## src/rtl/dcs_map.svh

```systemverilog
// Purpose: offsets, field positions and reset values of the DMA sequencer
// Assumes: included by bare name
// Notes: offsets are the decoded register index
`ifndef DCS_MAP_SVH
`define DCS_MAP_SVH
`define DCS_OFF_STATUS 4'h8
`define DCS_OFF_COMMAND_WR 4'h8
`define DCS_OFF_REQUEST 4'h9
`define DCS_OFF_COMMAND_RD 4'ha
`define DCS_OFF_MASK_ONE 4'ha
`define DCS_OFF_MODE 4'hb
`define DCS_OFF_POINTER 4'hc
`define DCS_OFF_MASTER_CLR 4'hd
`define DCS_OFF_CLR_MASK 4'he
`define DCS_OFF_MASK_ALL 4'hf
`define DCS_CMD_DISABLE_BIT 2
`define DCS_SETCLR_BIT 2
`define DCS_MODE_LSB 2
`define DCS_MASK_RESET 4'hf
`define DCS_COMMAND_RESET 8'h00
`define DCS_WAIT_STATES 1
`endif

```

## src/rtl/dcs_pkg.sv

```systemverilog
// Purpose: types shared by the DMA channel sequencer
// Assumes: nothing
// Notes: mode layout is xfer[1:0], autoinit, direction, tmode[1:0]
package dcs_pkg;
  typedef enum logic [2:0] {
    ST_IDLE = 3'b000, ST_S0 = 3'b001, ST_S1 = 3'b010, ST_S2 = 3'b011,
    ST_S3 = 3'b100, ST_S4 = 3'b101, ST_CASC = 3'b110, ST_RELEASE = 3'b111
  } dcs_state_t;
  typedef enum logic [1:0] {
    XF_VERIFY = 2'b00, XF_WRITE = 2'b01, XF_READ = 2'b10, XF_ILLEGAL = 2'b11
  } dcs_xfer_t;
  typedef enum logic [1:0] {
    TM_DEMAND = 2'b00, TM_SINGLE = 2'b01, TM_BLOCK = 2'b10, TM_CASCADE = 2'b11
  } dcs_tmode_t;
  typedef struct packed {
    dcs_tmode_t tmode;
    logic addressDirectionBit;
    logic autoInit;
    dcs_xfer_t xfer;
  } dcs_mode_t;
  typedef struct packed {
    logic [15:0] baseAddr;
    logic [15:0] curAddr;
    logic [15:0] baseCount;
    logic [15:0] curCount;
    dcs_mode_t mode;
  } dcs_chan_t;
  typedef struct packed {
    logic memReadCommand;
    logic memWriteCommand;
    logic ioReadCommand;
    logic ioWriteCommand;
  } dcs_cmd_t;
endpackage

```

## src/rtl/dma_channel_sequencer.sv

```systemverilog
// Purpose: four-channel DMA sequencer with CPU programming port
// Assumes: one clock; strobes, requests, ready and hold ack are pins
// Notes: all outputs registered; acknowledges are active high
//
// What this block does
// - In idle, sample every request and the select/hold-ack pair each cycle.
// - CPU register access wins over a pending peripheral request.
// - Program condition whenever hold ack is low and select is high.
// - Byte controller decodes addr[3:0]; word controller addr[4:1], ignores bit 0.
// - Byte pointer picks low/high byte; reset, master clear, commands control it.
// - Special commands decoded from address, select and strobe, data ignored.
// - Unmasked request or software request raises hold request.
// - Wait for hold ack, then S0 resolves priority and raises acknowledge.
// - Read transfer: address in S1, memory read in S2, I/O write in S3.
// - Stay in S3 until wait counter expires and ready is high.
// - On ready go to S4 and drop memory read and I/O write.
// - Demand follow-on transfers start in S2; S1 only when upper address changes.
// - Each channel programmable to single, block, demand or cascade.
// - Single mode: one transfer, drop hold, re-request after hold ack falls.
// - After each transfer decrement count, step address per direction bit.
// - Count wrap from 0000h sets status bit and pulses terminal count.
// - At terminal count autoinit reloads, else channel mask bit is set.
// - Block mode runs without bus release until terminal count.
// - Demand mode runs until terminal count or request drops.
// - Cascade: no address or commands, only hold ack and active request watched.
// - Write transfer asserts memory write and I/O read together.
// - Verify transfer sequences normally without commands, ignoring ready.
`include "dcs_map.svh"
`timescale 1ns/1ps
`default_nettype none
module dma_channel_sequencer
  import dcs_pkg::*;
#(
  parameter bit WORD_CONTROLLER = 1'b0,
  parameter int WAIT_STATES = `DCS_WAIT_STATES
)(
  input wire logic clk,
  input wire logic resetn,
  input wire logic [3:0] periphRequest,
  input wire logic holdAcknowledge,
  input wire logic chipSelect,
  input wire logic ioReadStrobe,
  input wire logic ioWriteStrobe,
  input wire logic ioChannelReady,
  input wire logic [4:0] regAddr,
  input wire logic [7:0] dataIn,
  output dcs_pkg::dcs_cmd_t command,
  output logic holdRequest,
  output logic [3:0] channelAcknowledge,
  output logic [15:0] addrOut,
  output logic addrStrobe,
  output logic terminalCountOut,
  output logic [7:0] dataOut,
  output logic dataOutEn
);
  import dcs_pkg::*;

  // --------------------------------------------------------------
  // Reset and input synchronisers
  // --------------------------------------------------------------
  logic [1:0] rstSync;
  logic rstn;
  logic [3:0] reqMeta, reqS;
  logic [4:0] addrMeta, addrS;
  logic [7:0] dataMeta, dataS;
  logic [3:0] ctlMeta, ctlS;
  logic iorPrev, iowPrev;
  logic holdAckS, iorS, iowS, rdyS;

  assign rstn = rstSync[1];
  assign holdAckS = ctlS[0];
  assign iorS = ctlS[1];
  assign iowS = ctlS[2];
  assign rdyS = ctlS[3];

  always_ff @(posedge clk or negedge resetn)
  begin
    if (!resetn)
      rstSync <= 2'h0;
    else
      rstSync <= {rstSync[0], 1'b1};
  end

  always_ff @(posedge clk or negedge rstn)
  begin
    if (!rstn)
    begin
      reqMeta <= 4'h0;
      reqS <= 4'h0;
      addrMeta <= 5'h00;
      addrS <= 5'h00;
      dataMeta <= 8'h00;
      dataS <= 8'h00;
      ctlMeta <= 4'h0;
      ctlS <= 4'h0;
      iorPrev <= 1'b0;
      iowPrev <= 1'b0;
    end
    else
    begin
      reqMeta <= periphRequest;
      reqS <= reqMeta;
      addrMeta <= regAddr;
      addrS <= addrMeta;
      dataMeta <= dataIn;
      dataS <= dataMeta;
      ctlMeta <= {ioChannelReady, ioWriteStrobe, ioReadStrobe, holdAcknowledge};
      ctlS <= ctlMeta;
      iorPrev <= iorS;
      iowPrev <= iowS;
    end
  end

  // --------------------------------------------------------------
  // Sequencer and register file
  // --------------------------------------------------------------
  dcs_state_t state, next_state;
  dcs_chan_t [3:0] chan, next_chan;
  logic [3:0] mask, next_mask, softReq, next_softReq, tcStatus, next_tcStatus;
  logic [7:0] cmdReg, next_cmdReg;
  logic bytePtr, next_bytePtr;
  logic [1:0] activeCh, next_activeCh;
  logic [7:0] waitCnt, next_waitCnt;
  dcs_cmd_t next_command;
  logic next_holdRequest, next_addrStrobe, next_terminalCountOut, next_dataOutEn;
  logic [3:0] next_channelAcknowledge;
  logic [15:0] next_addrOut;
  logic [7:0] next_dataOut;

  logic [3:0] idx;
  logic [1:0] rch;
  logic programming, iorRise, iowRise;
  logic [3:0] pending;
  logic [1:0] winner;
  logic [15:0] stepAddr;
  logic [15:0] regWord;
  dcs_mode_t am;

  always_comb
  begin
    idx = WORD_CONTROLLER ? addrS[4:1] : addrS[3:0];
    rch = idx[2:1];
    iorRise = iorS & ~iorPrev;
    iowRise = iowS & ~iowPrev;
    programming = chipSelect & ~holdAckS;
    pending = (reqS & ~mask) | softReq;
    winner = pending[0] ? 2'd0 : pending[1] ? 2'd1 : pending[2] ? 2'd2 : 2'd3;
    am = chan[activeCh].mode;
    stepAddr = am.addressDirectionBit ? chan[activeCh].curAddr - 16'h0001
                                      : chan[activeCh].curAddr + 16'h0001;
    regWord = idx[0] ? chan[rch].curCount : chan[rch].curAddr;
    next_state = state;
    next_chan = chan;
    next_mask = mask;
    next_softReq = softReq;
    next_tcStatus = tcStatus;
    next_cmdReg = cmdReg;
    next_bytePtr = bytePtr;
    next_activeCh = activeCh;
    next_waitCnt = waitCnt;
    next_command = '0;
    next_holdRequest = holdRequest;
    next_channelAcknowledge = channelAcknowledge;
    next_addrOut = addrOut;
    next_addrStrobe = 1'b0;
    next_terminalCountOut = 1'b0;
    next_dataOut = dataOut;
    next_dataOutEn = programming & iorS;

    // Register writes and write-side special commands
    if (programming && iowRise)
    begin
      if (!idx[3])
      begin
        if (idx[0])
        begin
          if (bytePtr)
            next_chan[rch].baseCount[15:8] = dataS;
          else
            next_chan[rch].baseCount[7:0] = dataS;
          next_chan[rch].curCount = bytePtr ? {dataS, chan[rch].baseCount[7:0]}
                                            : {chan[rch].baseCount[15:8], dataS};
        end
        else
        begin
          if (bytePtr)
            next_chan[rch].baseAddr[15:8] = dataS;
          else
            next_chan[rch].baseAddr[7:0] = dataS;
          next_chan[rch].curAddr = bytePtr ? {dataS, chan[rch].baseAddr[7:0]}
                                           : {chan[rch].baseAddr[15:8], dataS};
        end
        next_bytePtr = ~bytePtr;
      end
      else
      begin
        case (idx)
          `DCS_OFF_COMMAND_WR: next_cmdReg = dataS;
          `DCS_OFF_REQUEST: next_softReq[dataS[1:0]] = dataS[`DCS_SETCLR_BIT];
          `DCS_OFF_MASK_ONE: next_mask[dataS[1:0]] = dataS[`DCS_SETCLR_BIT];
          `DCS_OFF_MODE: next_chan[dataS[1:0]].mode = dataS[7:`DCS_MODE_LSB];
          `DCS_OFF_POINTER: next_bytePtr = 1'b0;
          `DCS_OFF_MASTER_CLR:
          begin
            next_bytePtr = 1'b0;
            next_cmdReg = `DCS_COMMAND_RESET;
            next_mask = `DCS_MASK_RESET;
            next_softReq = 4'h0;
            next_tcStatus = 4'h0;
          end
          `DCS_OFF_CLR_MASK: next_mask = 4'h0;
          `DCS_OFF_MASK_ALL: next_mask = dataS[3:0];
          default: ;
        endcase
      end
    end

    // Register reads and read-side special commands
    if (programming && iorRise)
    begin
      if (!idx[3])
      begin
        next_dataOut = bytePtr ? regWord[15:8] : regWord[7:0];
        next_bytePtr = ~bytePtr;
      end
      else
      begin
        case (idx)
          `DCS_OFF_STATUS:
          begin
            next_dataOut = {reqS, tcStatus};
            next_tcStatus = 4'h0;
          end
          `DCS_OFF_REQUEST: next_dataOut = {4'h0, softReq};
          `DCS_OFF_COMMAND_RD: next_dataOut = cmdReg;
          `DCS_OFF_MODE: next_dataOut = {chan[rch].mode, 2'h0};
          `DCS_OFF_POINTER: next_bytePtr = 1'b1;
          `DCS_OFF_MASK_ALL: next_dataOut = {4'h0, mask};
          default: next_dataOut = 8'h00;
        endcase
      end
    end

    // Transfer state machine
    case (state)
      ST_IDLE:
      begin
        next_channelAcknowledge = 4'h0;
        if (programming)
          next_holdRequest = 1'b0;
        else if (|pending && !cmdReg[`DCS_CMD_DISABLE_BIT])
        begin
          next_holdRequest = 1'b1;
          if (holdAckS)
            next_state = ST_S0;
        end
        else
          next_holdRequest = 1'b0;
      end
      ST_S0:
      begin
        next_activeCh = winner;
        next_channelAcknowledge = 4'h1 << winner;
        if (chan[winner].mode.tmode == TM_CASCADE)
          next_state = ST_CASC;
        else
          next_state = ST_S1;
      end
      ST_S1:
      begin
        next_addrOut = chan[activeCh].curAddr;
        next_addrStrobe = 1'b1;
        next_state = ST_S2;
      end
      ST_S2:
      begin
        next_addrOut = chan[activeCh].curAddr;
        next_waitCnt = 8'(WAIT_STATES);
        next_state = ST_S3;
      end
      ST_S3:
      begin
        if (waitCnt != 8'h00)
          next_waitCnt = waitCnt - 8'h01;
        else if (rdyS || am.xfer == XF_VERIFY)
        begin
          next_state = ST_S4;
        end
      end
      ST_S4:
      begin
        next_chan[activeCh].curAddr = stepAddr;
        next_chan[activeCh].curCount = chan[activeCh].curCount - 16'h0001;
        if (chan[activeCh].curCount == 16'h0000)
        begin
          next_tcStatus[activeCh] = 1'b1;
          next_terminalCountOut = 1'b1;
          next_softReq[activeCh] = 1'b0;
          if (am.autoInit)
          begin
            next_chan[activeCh].curAddr = chan[activeCh].baseAddr;
            next_chan[activeCh].curCount = chan[activeCh].baseCount;
          end
          else
            next_mask[activeCh] = 1'b1;
          next_holdRequest = 1'b0;
          next_state = ST_RELEASE;
        end
        else if (am.tmode == TM_BLOCK ||
                 (am.tmode == TM_DEMAND && (reqS[activeCh] || softReq[activeCh])))
          next_state = (stepAddr[15:8] != chan[activeCh].curAddr[15:8]) ? ST_S1 : ST_S2;
        else
        begin
          if (am.tmode == TM_SINGLE)
            next_softReq[activeCh] = 1'b0;
          next_holdRequest = 1'b0;
          next_state = ST_RELEASE;
        end
      end
      ST_CASC:
      begin
        if (!reqS[activeCh] || !holdAckS)
        begin
          next_holdRequest = 1'b0;
          next_state = ST_RELEASE;
        end
      end
      ST_RELEASE:
      begin
        next_channelAcknowledge = 4'h0;
        next_holdRequest = 1'b0;
        if (!holdAckS)
          next_state = ST_IDLE;
      end
      default: next_state = ST_IDLE;
    endcase

    // Commands track the state being entered
    if (next_state == ST_S2 || next_state == ST_S3)
    begin
      next_command.memReadCommand = (am.xfer == XF_READ);
      next_command.memWriteCommand = (am.xfer == XF_WRITE);
      next_command.ioReadCommand = (am.xfer == XF_WRITE);
      next_command.ioWriteCommand = (am.xfer == XF_READ) && (next_state == ST_S3);
    end
  end

  always_ff @(posedge clk or negedge rstn)
  begin
    if (!rstn)
    begin
      state <= ST_IDLE;
      chan <= '0;
      mask <= `DCS_MASK_RESET;
      softReq <= 4'h0;
      tcStatus <= 4'h0;
      cmdReg <= `DCS_COMMAND_RESET;
      bytePtr <= 1'b0;
      activeCh <= 2'd0;
      waitCnt <= 8'h00;
      command <= '0;
      holdRequest <= 1'b0;
      channelAcknowledge <= 4'h0;
      addrOut <= 16'h0000;
      addrStrobe <= 1'b0;
      terminalCountOut <= 1'b0;
      dataOut <= 8'h00;
      dataOutEn <= 1'b0;
    end
    else
    begin
      state <= next_state;
      chan <= next_chan;
      mask <= next_mask;
      softReq <= next_softReq;
      tcStatus <= next_tcStatus;
      cmdReg <= next_cmdReg;
      bytePtr <= next_bytePtr;
      activeCh <= next_activeCh;
      waitCnt <= next_waitCnt;
      command <= next_command;
      holdRequest <= next_holdRequest;
      channelAcknowledge <= next_channelAcknowledge;
      addrOut <= next_addrOut;
      addrStrobe <= next_addrStrobe;
      terminalCountOut <= next_terminalCountOut;
      dataOut <= next_dataOut;
      dataOutEn <= next_dataOutEn;
    end
  end
endmodule
`default_nettype wire

```

## config.mk

```make
export PLATFORM = sky130hd
export DESIGN_NAME = dma_channel_sequencer
export DESIGN_NICKNAME = d
export VERILOG_FILES = /design/src/rtl/dcs_pkg.sv /design/src/rtl/dma_channel_sequencer.sv
export VERILOG_INCLUDE_DIRS = /design/src /design/src/rtl
export SDC_FILE = /design/constraint.sdc
export NUM_CORES = 1
export LEC_CHECK = 0
export BUFFER_PORTS_ARGS = -buffer_cell sky130_fd_sc_hd__buf_4
export CORE_MARGIN = 1.5
export CORE_UTILIZATION = 68
export CTS_CLUSTER_SIZE = 12
export DETAILED_ROUTE_END_ITERATION = 6
export PLACE_DENSITY = 0.95
export SYNTH_ARGS = -nofsm -noshare
export SYNTH_HDL_FRONTEND = slang
export SYNTH_SLANG_ARGS = --single-unit
```

## constraint.sdc

```tcl
create_clock -name clk -period 19.5 [get_ports clk]
set_clock_uncertainty 0.1 [all_clocks]
set_input_delay 0.975 -clock clk [delete_from_list [all_inputs] [get_ports clk]]
set_output_delay 0.975 -clock clk [all_outputs]
set_load 0.05 [all_outputs]
```

==> impl_metrics.xml <==
<?xml version="1.0" encoding="UTF-8"?>
<metrics>
  <group name="synthesis">
    <metric name="post_synth_fa_ha_maj_area_fraction" unit="%">1.03</metric>
    <metric name="synth_top_area_share" unit="%">45.4</metric>
    <metric name="yosys.area_share.xor_xnor" unit="%">1.67</metric>
    <metric name="syn-mean-instance-area" unit="µm²">11.4</metric>
    <metric name="async_reset_ff_share" unit="%">100</metric>
    <metric name="synth_mux_area_share" unit="%">25.4</metric>
    <metric name="synth-simple-area-share" unit="%">9.47</metric>
    <metric name="yosys_warnings" unit="">0</metric>
    <metric name="synth_edf_count" unit="">0</metric>
    <metric name="synth_area_leader_cell" unit="">sky130_fd_sc_hd__dfrtp_1</metric>
    <metric name="largest_family_of_logic_cells_by_synthesized_area" unit="">multiplexers</metric>
    <metric name="synth_compound_gate_area_share" unit="%">13.5</metric>
    <metric name="yosysSeqAreaShare" unit="%">45.8</metric>
    <metric name="netlist_instances" unit="">1885</metric>
    <metric name="ys_top_cells_by_area" unit="">sky130_fd_sc_hd__dfrtp_1 (45%), sky130_fd_sc_hd__mux4_2 (15%), sky130_fd_sc_hd__mux2_2 (9.3%)</metric>
    <metric name="syn_nets" unit="">1926</metric>
    <metric name="synth_seq_cells" unit="">393</metric>
    <metric name="library_cells_used_by_synthesis" unit="">70</metric>
    <metric name="dominantRegCellSynth" unit="">sky130_fd_sc_hd__dfrtp_1</metric>
    <metric name="synthesized_area" unit="mm²">0.0215</metric>
  </group>
  <group name="worst_setup_path">
    <metric name="slowest_stage" unit="">sky130_fd_sc_hd__nor2_1</metric>
    <metric name="launching_element_type_of_the_critical_path" unit="">flip-flop</metric>
    <metric name="critPathMaxFanout" unit="">37</metric>
    <metric name="path_cells" unit="">buf_4 -&gt; buf_4 -&gt; mux4_2 -&gt; inv_1 -&gt; ha_1 -&gt; nor4b_1 -&gt; and3_1 -&gt; nor2b_2 -&gt; nand2_1 -&gt; nor2_1 -&gt; a21oi_1 -&gt; o21ai_0</metric>
    <metric name="wp_data_arrival" unit="ps">6690</metric>
    <metric name="cp_common_cell" unit="">sky130_fd_sc_hd__buf_4</metric>
    <metric name="max_stage_delay" unit="ps">840</metric>
    <metric name="critical_path_type" unit="">reg -&gt; reg</metric>
    <metric name="critical_path_required" unit="ps">19840</metric>
    <metric name="cp-end-kind" unit="">flip-flop</metric>
  </group>
  <group name="floorplan">
    <metric name="die_width" unit="µm">181</metric>
    <metric name="design.die.area" unit="mm²">0.0326</metric>
    <metric name="number_of_i_o_pins" unit="">60</metric>
    <metric name="initial_standard_cell_utilization_of_the_core" unit="%">69.6</metric>
    <metric name="fp.dieH" unit="µm">181</metric>
    <metric name="placement_rows" unit="">64</metric>
    <metric name="floorplan.core_area" unit="mm²">0.0308</metric>
  </group>
  <group name="timing">
    <metric name="relative_slew_slack" unit="%">11.8</metric>
    <metric name="report.final.setup_viol" unit="">0</metric>
    <metric name="fmax" unit="MHz">157</metric>
    <metric name="tightest_slew" unit="ps">1320</metric>
    <metric name="setup_tns" unit="ps">0</metric>
    <metric name="post_layout_worst_setup_margin" unit="ps">13150</metric>
    <metric name="hold_viol_final" unit="">0</metric>
    <metric name="final_period_util" unit="%">32.6</metric>
    <metric name="holdWs" unit="ps">93.3</metric>
    <metric name="rsz0062_at_grt" unit="">no</metric>
    <metric name="post-route-min-period" unit="ps">6350</metric>
    <metric name="report.final.slew_viol_count" unit="">0</metric>
  </group>
  <group name="routing">
    <metric name="drtIter0Drc" unit="">3368</metric>
    <metric name="detail_route.drc_violations" unit="">0</metric>
    <metric name="avgViaCountPerCell" unit="">7.83</metric>
    <metric name="drt_first_pass_iters" unit="">7</metric>
    <metric name="route.detailed.wl_per_inst" unit="µm">29.2</metric>
    <metric name="total_number_of_vias" unit="">18100</metric>
    <metric name="routed_wl" unit="mm">67.3</metric>
    <metric name="route.antenna.remaining_nets" unit="">0</metric>
  </group>
  <group name="placement">
    <metric name="dpl_cell_area" unit="mm²">0.0221</metric>
    <metric name="finalWeightedCongestion" unit="">0.965</metric>
    <metric name="count_of_port_buffers_added_during_placement" unit="">58</metric>
    <metric name="dp_hpwl" unit="mm">41.0</metric>
    <metric name="pre_cts_slack" unit="ps">13610</metric>
  </group>
  <group name="clock_network">
    <metric name="cts.repair_timing.setup_buffer_count" unit="">0</metric>
    <metric name="clock_tree.root_cell" unit="">sky130_fd_sc_hd__clkbuf_16</metric>
    <metric name="ctsLongestPathBuffers" unit="">3</metric>
    <metric name="post_cts.resized_instances" unit="">0</metric>
    <metric name="cts_hold_buf" unit="">0</metric>
    <metric name="htree_levels" unit="">2</metric>
    <metric name="cts_tree" unit="">yes</metric>
    <metric name="clock_sink_count" unit="">393</metric>
    <metric name="clkTransAtPathRegs" unit="ps">70</metric>
    <metric name="clock_latency" unit="ps">580</metric>
    <metric name="number_of_buffers_inserted_during_clock_tree_synthesis" unit="">42</metric>
  </group>
  <group name="power">
    <metric name="cellLeakagePower" unit="nW">9.98</metric>
    <metric name="power_per_cell_area" unit="mW/mm²">149</metric>
    <metric name="fin_total_pwr" unit="mW">3.50</metric>
    <metric name="vdd_ir_drop_max" unit="mV">0.0830</metric>
  </group>
  <group name="cells_and_area">
    <metric name="layout.cells.most_common" unit="">sky130_fd_sc_hd__dfrtp_1</metric>
    <metric name="drive_gt1_share" unit="%">26.4</metric>
    <metric name="layout.nets" unit="">1920</metric>
    <metric name="top_library_cells_by_usage_in_the_layout_fill_and_taps_aside" unit="">sky130_fd_sc_hd__dfrtp_1 (383), sky130_fd_sc_hd__nand2_1 (220), sky130_fd_sc_hd__mux2_2 (177), sky130_fd_sc_hd__o21ai_0 (176), sky130_fd_sc_hd__mux4_2 (140)</metric>
    <metric name="syn2layout_area_growth" unit="%">9.33</metric>
    <metric name="layout.cell_area.non_filler" unit="mm²">0.0235</metric>
  </group>
  <group name="worst_hold_path">
    <metric name="worst_hold_path_type" unit="">in -&gt; async</metric>
  </group>
  <group name="grt">
    <metric name="grt_use_total" unit="%">42.4</metric>
    <metric name="grt-ovfl-total" unit="">0</metric>
    <metric name="first_global_vias" unit="">18800</metric>
    <metric name="grt_antenna_before_repair" unit="">3</metric>
    <metric name="grt_start_max_net_pins" unit="">198</metric>
    <metric name="global_route_wire_length_before_repair" unit="mm">106</metric>
  </group>
  <group name="job">
    <metric name="drv_cap" unit="">0</metric>
  </group>
  <group name="run_status">
    <metric name="result_of_the_run" unit="">finished clean</metric>
  </group>
</metrics>
-- synthesized netlist by cell type (6+ instances only) --
| library cell | number |
|---|---|
| sky130_fd_sc_hd__buf_2 | 17 |
| sky130_fd_sc_hd__clkbuf_1 | 110 |
| sky130_fd_sc_hd__or3_1 | 9 |
| sky130_fd_sc_hd__mux2_2 | 177 |
| sky130_fd_sc_hd__dfrtp_1 | 389 |
| sky130_fd_sc_hd__nand3_1 | 12 |
| sky130_fd_sc_hd__o211ai_1 | 115 |
| sky130_fd_sc_hd__buf_1 | 13 |
| sky130_fd_sc_hd__buf_4 | 6 |
| sky130_fd_sc_hd__o21ai_1 | 8 |
| sky130_fd_sc_hd__inv_1 | 13 |
| sky130_fd_sc_hd__a211oi_1 | 12 |
| sky130_fd_sc_hd__nor2_1 | 90 |
| sky130_fd_sc_hd__ha_1 | 16 |
| sky130_fd_sc_hd__nor4_1 | 8 |
| sky130_fd_sc_hd__nor3_1 | 24 |
| sky130_fd_sc_hd__nor2b_1 | 27 |
| sky130_fd_sc_hd__mux2i_1 | 31 |
| sky130_fd_sc_hd__nand4_1 | 7 |
| sky130_fd_sc_hd__xor2_1 | 15 |
| sky130_fd_sc_hd__and3_1 | 9 |
| sky130_fd_sc_hd__a21o_1 | 8 |
| sky130_fd_sc_hd__mux4_2 | 140 |
| sky130_fd_sc_hd__a21oi_1 | 95 |
| sky130_fd_sc_hd__o21ai_0 | 176 |
| sky130_fd_sc_hd__and2_1 | 8 |
| sky130_fd_sc_hd__a31oi_1 | 13 |
| sky130_fd_sc_hd__o22ai_1 | 7 |
| sky130_fd_sc_hd__xnor2_1 | 26 |
| sky130_fd_sc_hd__nand2b_1 | 10 |
| sky130_fd_sc_hd__a22oi_1 | 6 |
| sky130_fd_sc_hd__nand2_1 | 220 |
-- critical path: cells and delay by family, from the launching register on --
family	cells	cell delay (ps)
adders and majority gates	1	240
buffers and inverters	3	1340
and+or+nand+nor	5	2620
AOI/OAI and AO/OA	2	440
muxes	1	610
DFF	1	800
-- cell families (layout without fill, tap and decap cells) --
group,Yosys count,after routing
buffers and inverters,160,181
multiplexers,348,348
flip-flops,393,393
other,1,4
adder cells (fa/ha/maj),17,17
AO/OA/AOI/OAI,476,476
XOR/XNOR,41,41
AND/OR/NAND/NOR,449,449
-- report_power, final --
group / internal (mW) / total (mW) / switching, mW / leakage, nW
Combinational: 0.593 / 1.47 / 0.874 / 4.30
Sequential: 1.01 / 1.25 / 0.235 / 5.03
Clock: 0.451 / 0.787 / 0.336 / 0.647
Total: 2.06 / 3.50 / 1.45 / 9.98
-- final timing paths --
path	cells past startpoint	slack (ps)	to	startpoint
worst min register to register	0	240	reqS[3]	reqMeta[3]
worst max register to register	12	13150	chan[91]	activeCh[0]
max in group asynchronous	1	17210	addrS[2]	rstSync[1]
min in group clk	0	240	reqS[3]	reqMeta[3]
worst max-delay path	12	13150	chan[91]	activeCh[0]
worst min-delay path	1	90	rstSync[1]	resetn
-- area by class of cell --
type                            count  area [µm²]
Timing Repair Buffer               97         741
Fill cell                        1686        7370
Multi-Input combinational cell   1332       11000
Clock inverter                      7        67.6
Inverter                           13        48.8
Tap cell                          396         495
Clock buffer                       64        1240
Sequential cell                   393        9860
Antenna cell                        3        7.51
-- metrics by stage --
stage	utilization, %	instances
finish	76.1	2305
global route	76.1	2303
CTS	76.1	2302
detailed placement	71.8	2231
global placement	71.8	2231
floorplan	-	1885
-- layer usage --
| metal | track usage, % | part of all wire (%) | wire (µm) |
|---|---|---|---|
| met1 | 49.8 | 32 | 21300 |
| met2 | 64.7 | 46 | 30600 |
| met4 | 28.7 | 8.2 | 5490 |
| met5 | 0.741 | 0.054 | 36 |
| met3 | 16.9 | 15 | 9810 |
(Power assumes the default switching activity.)
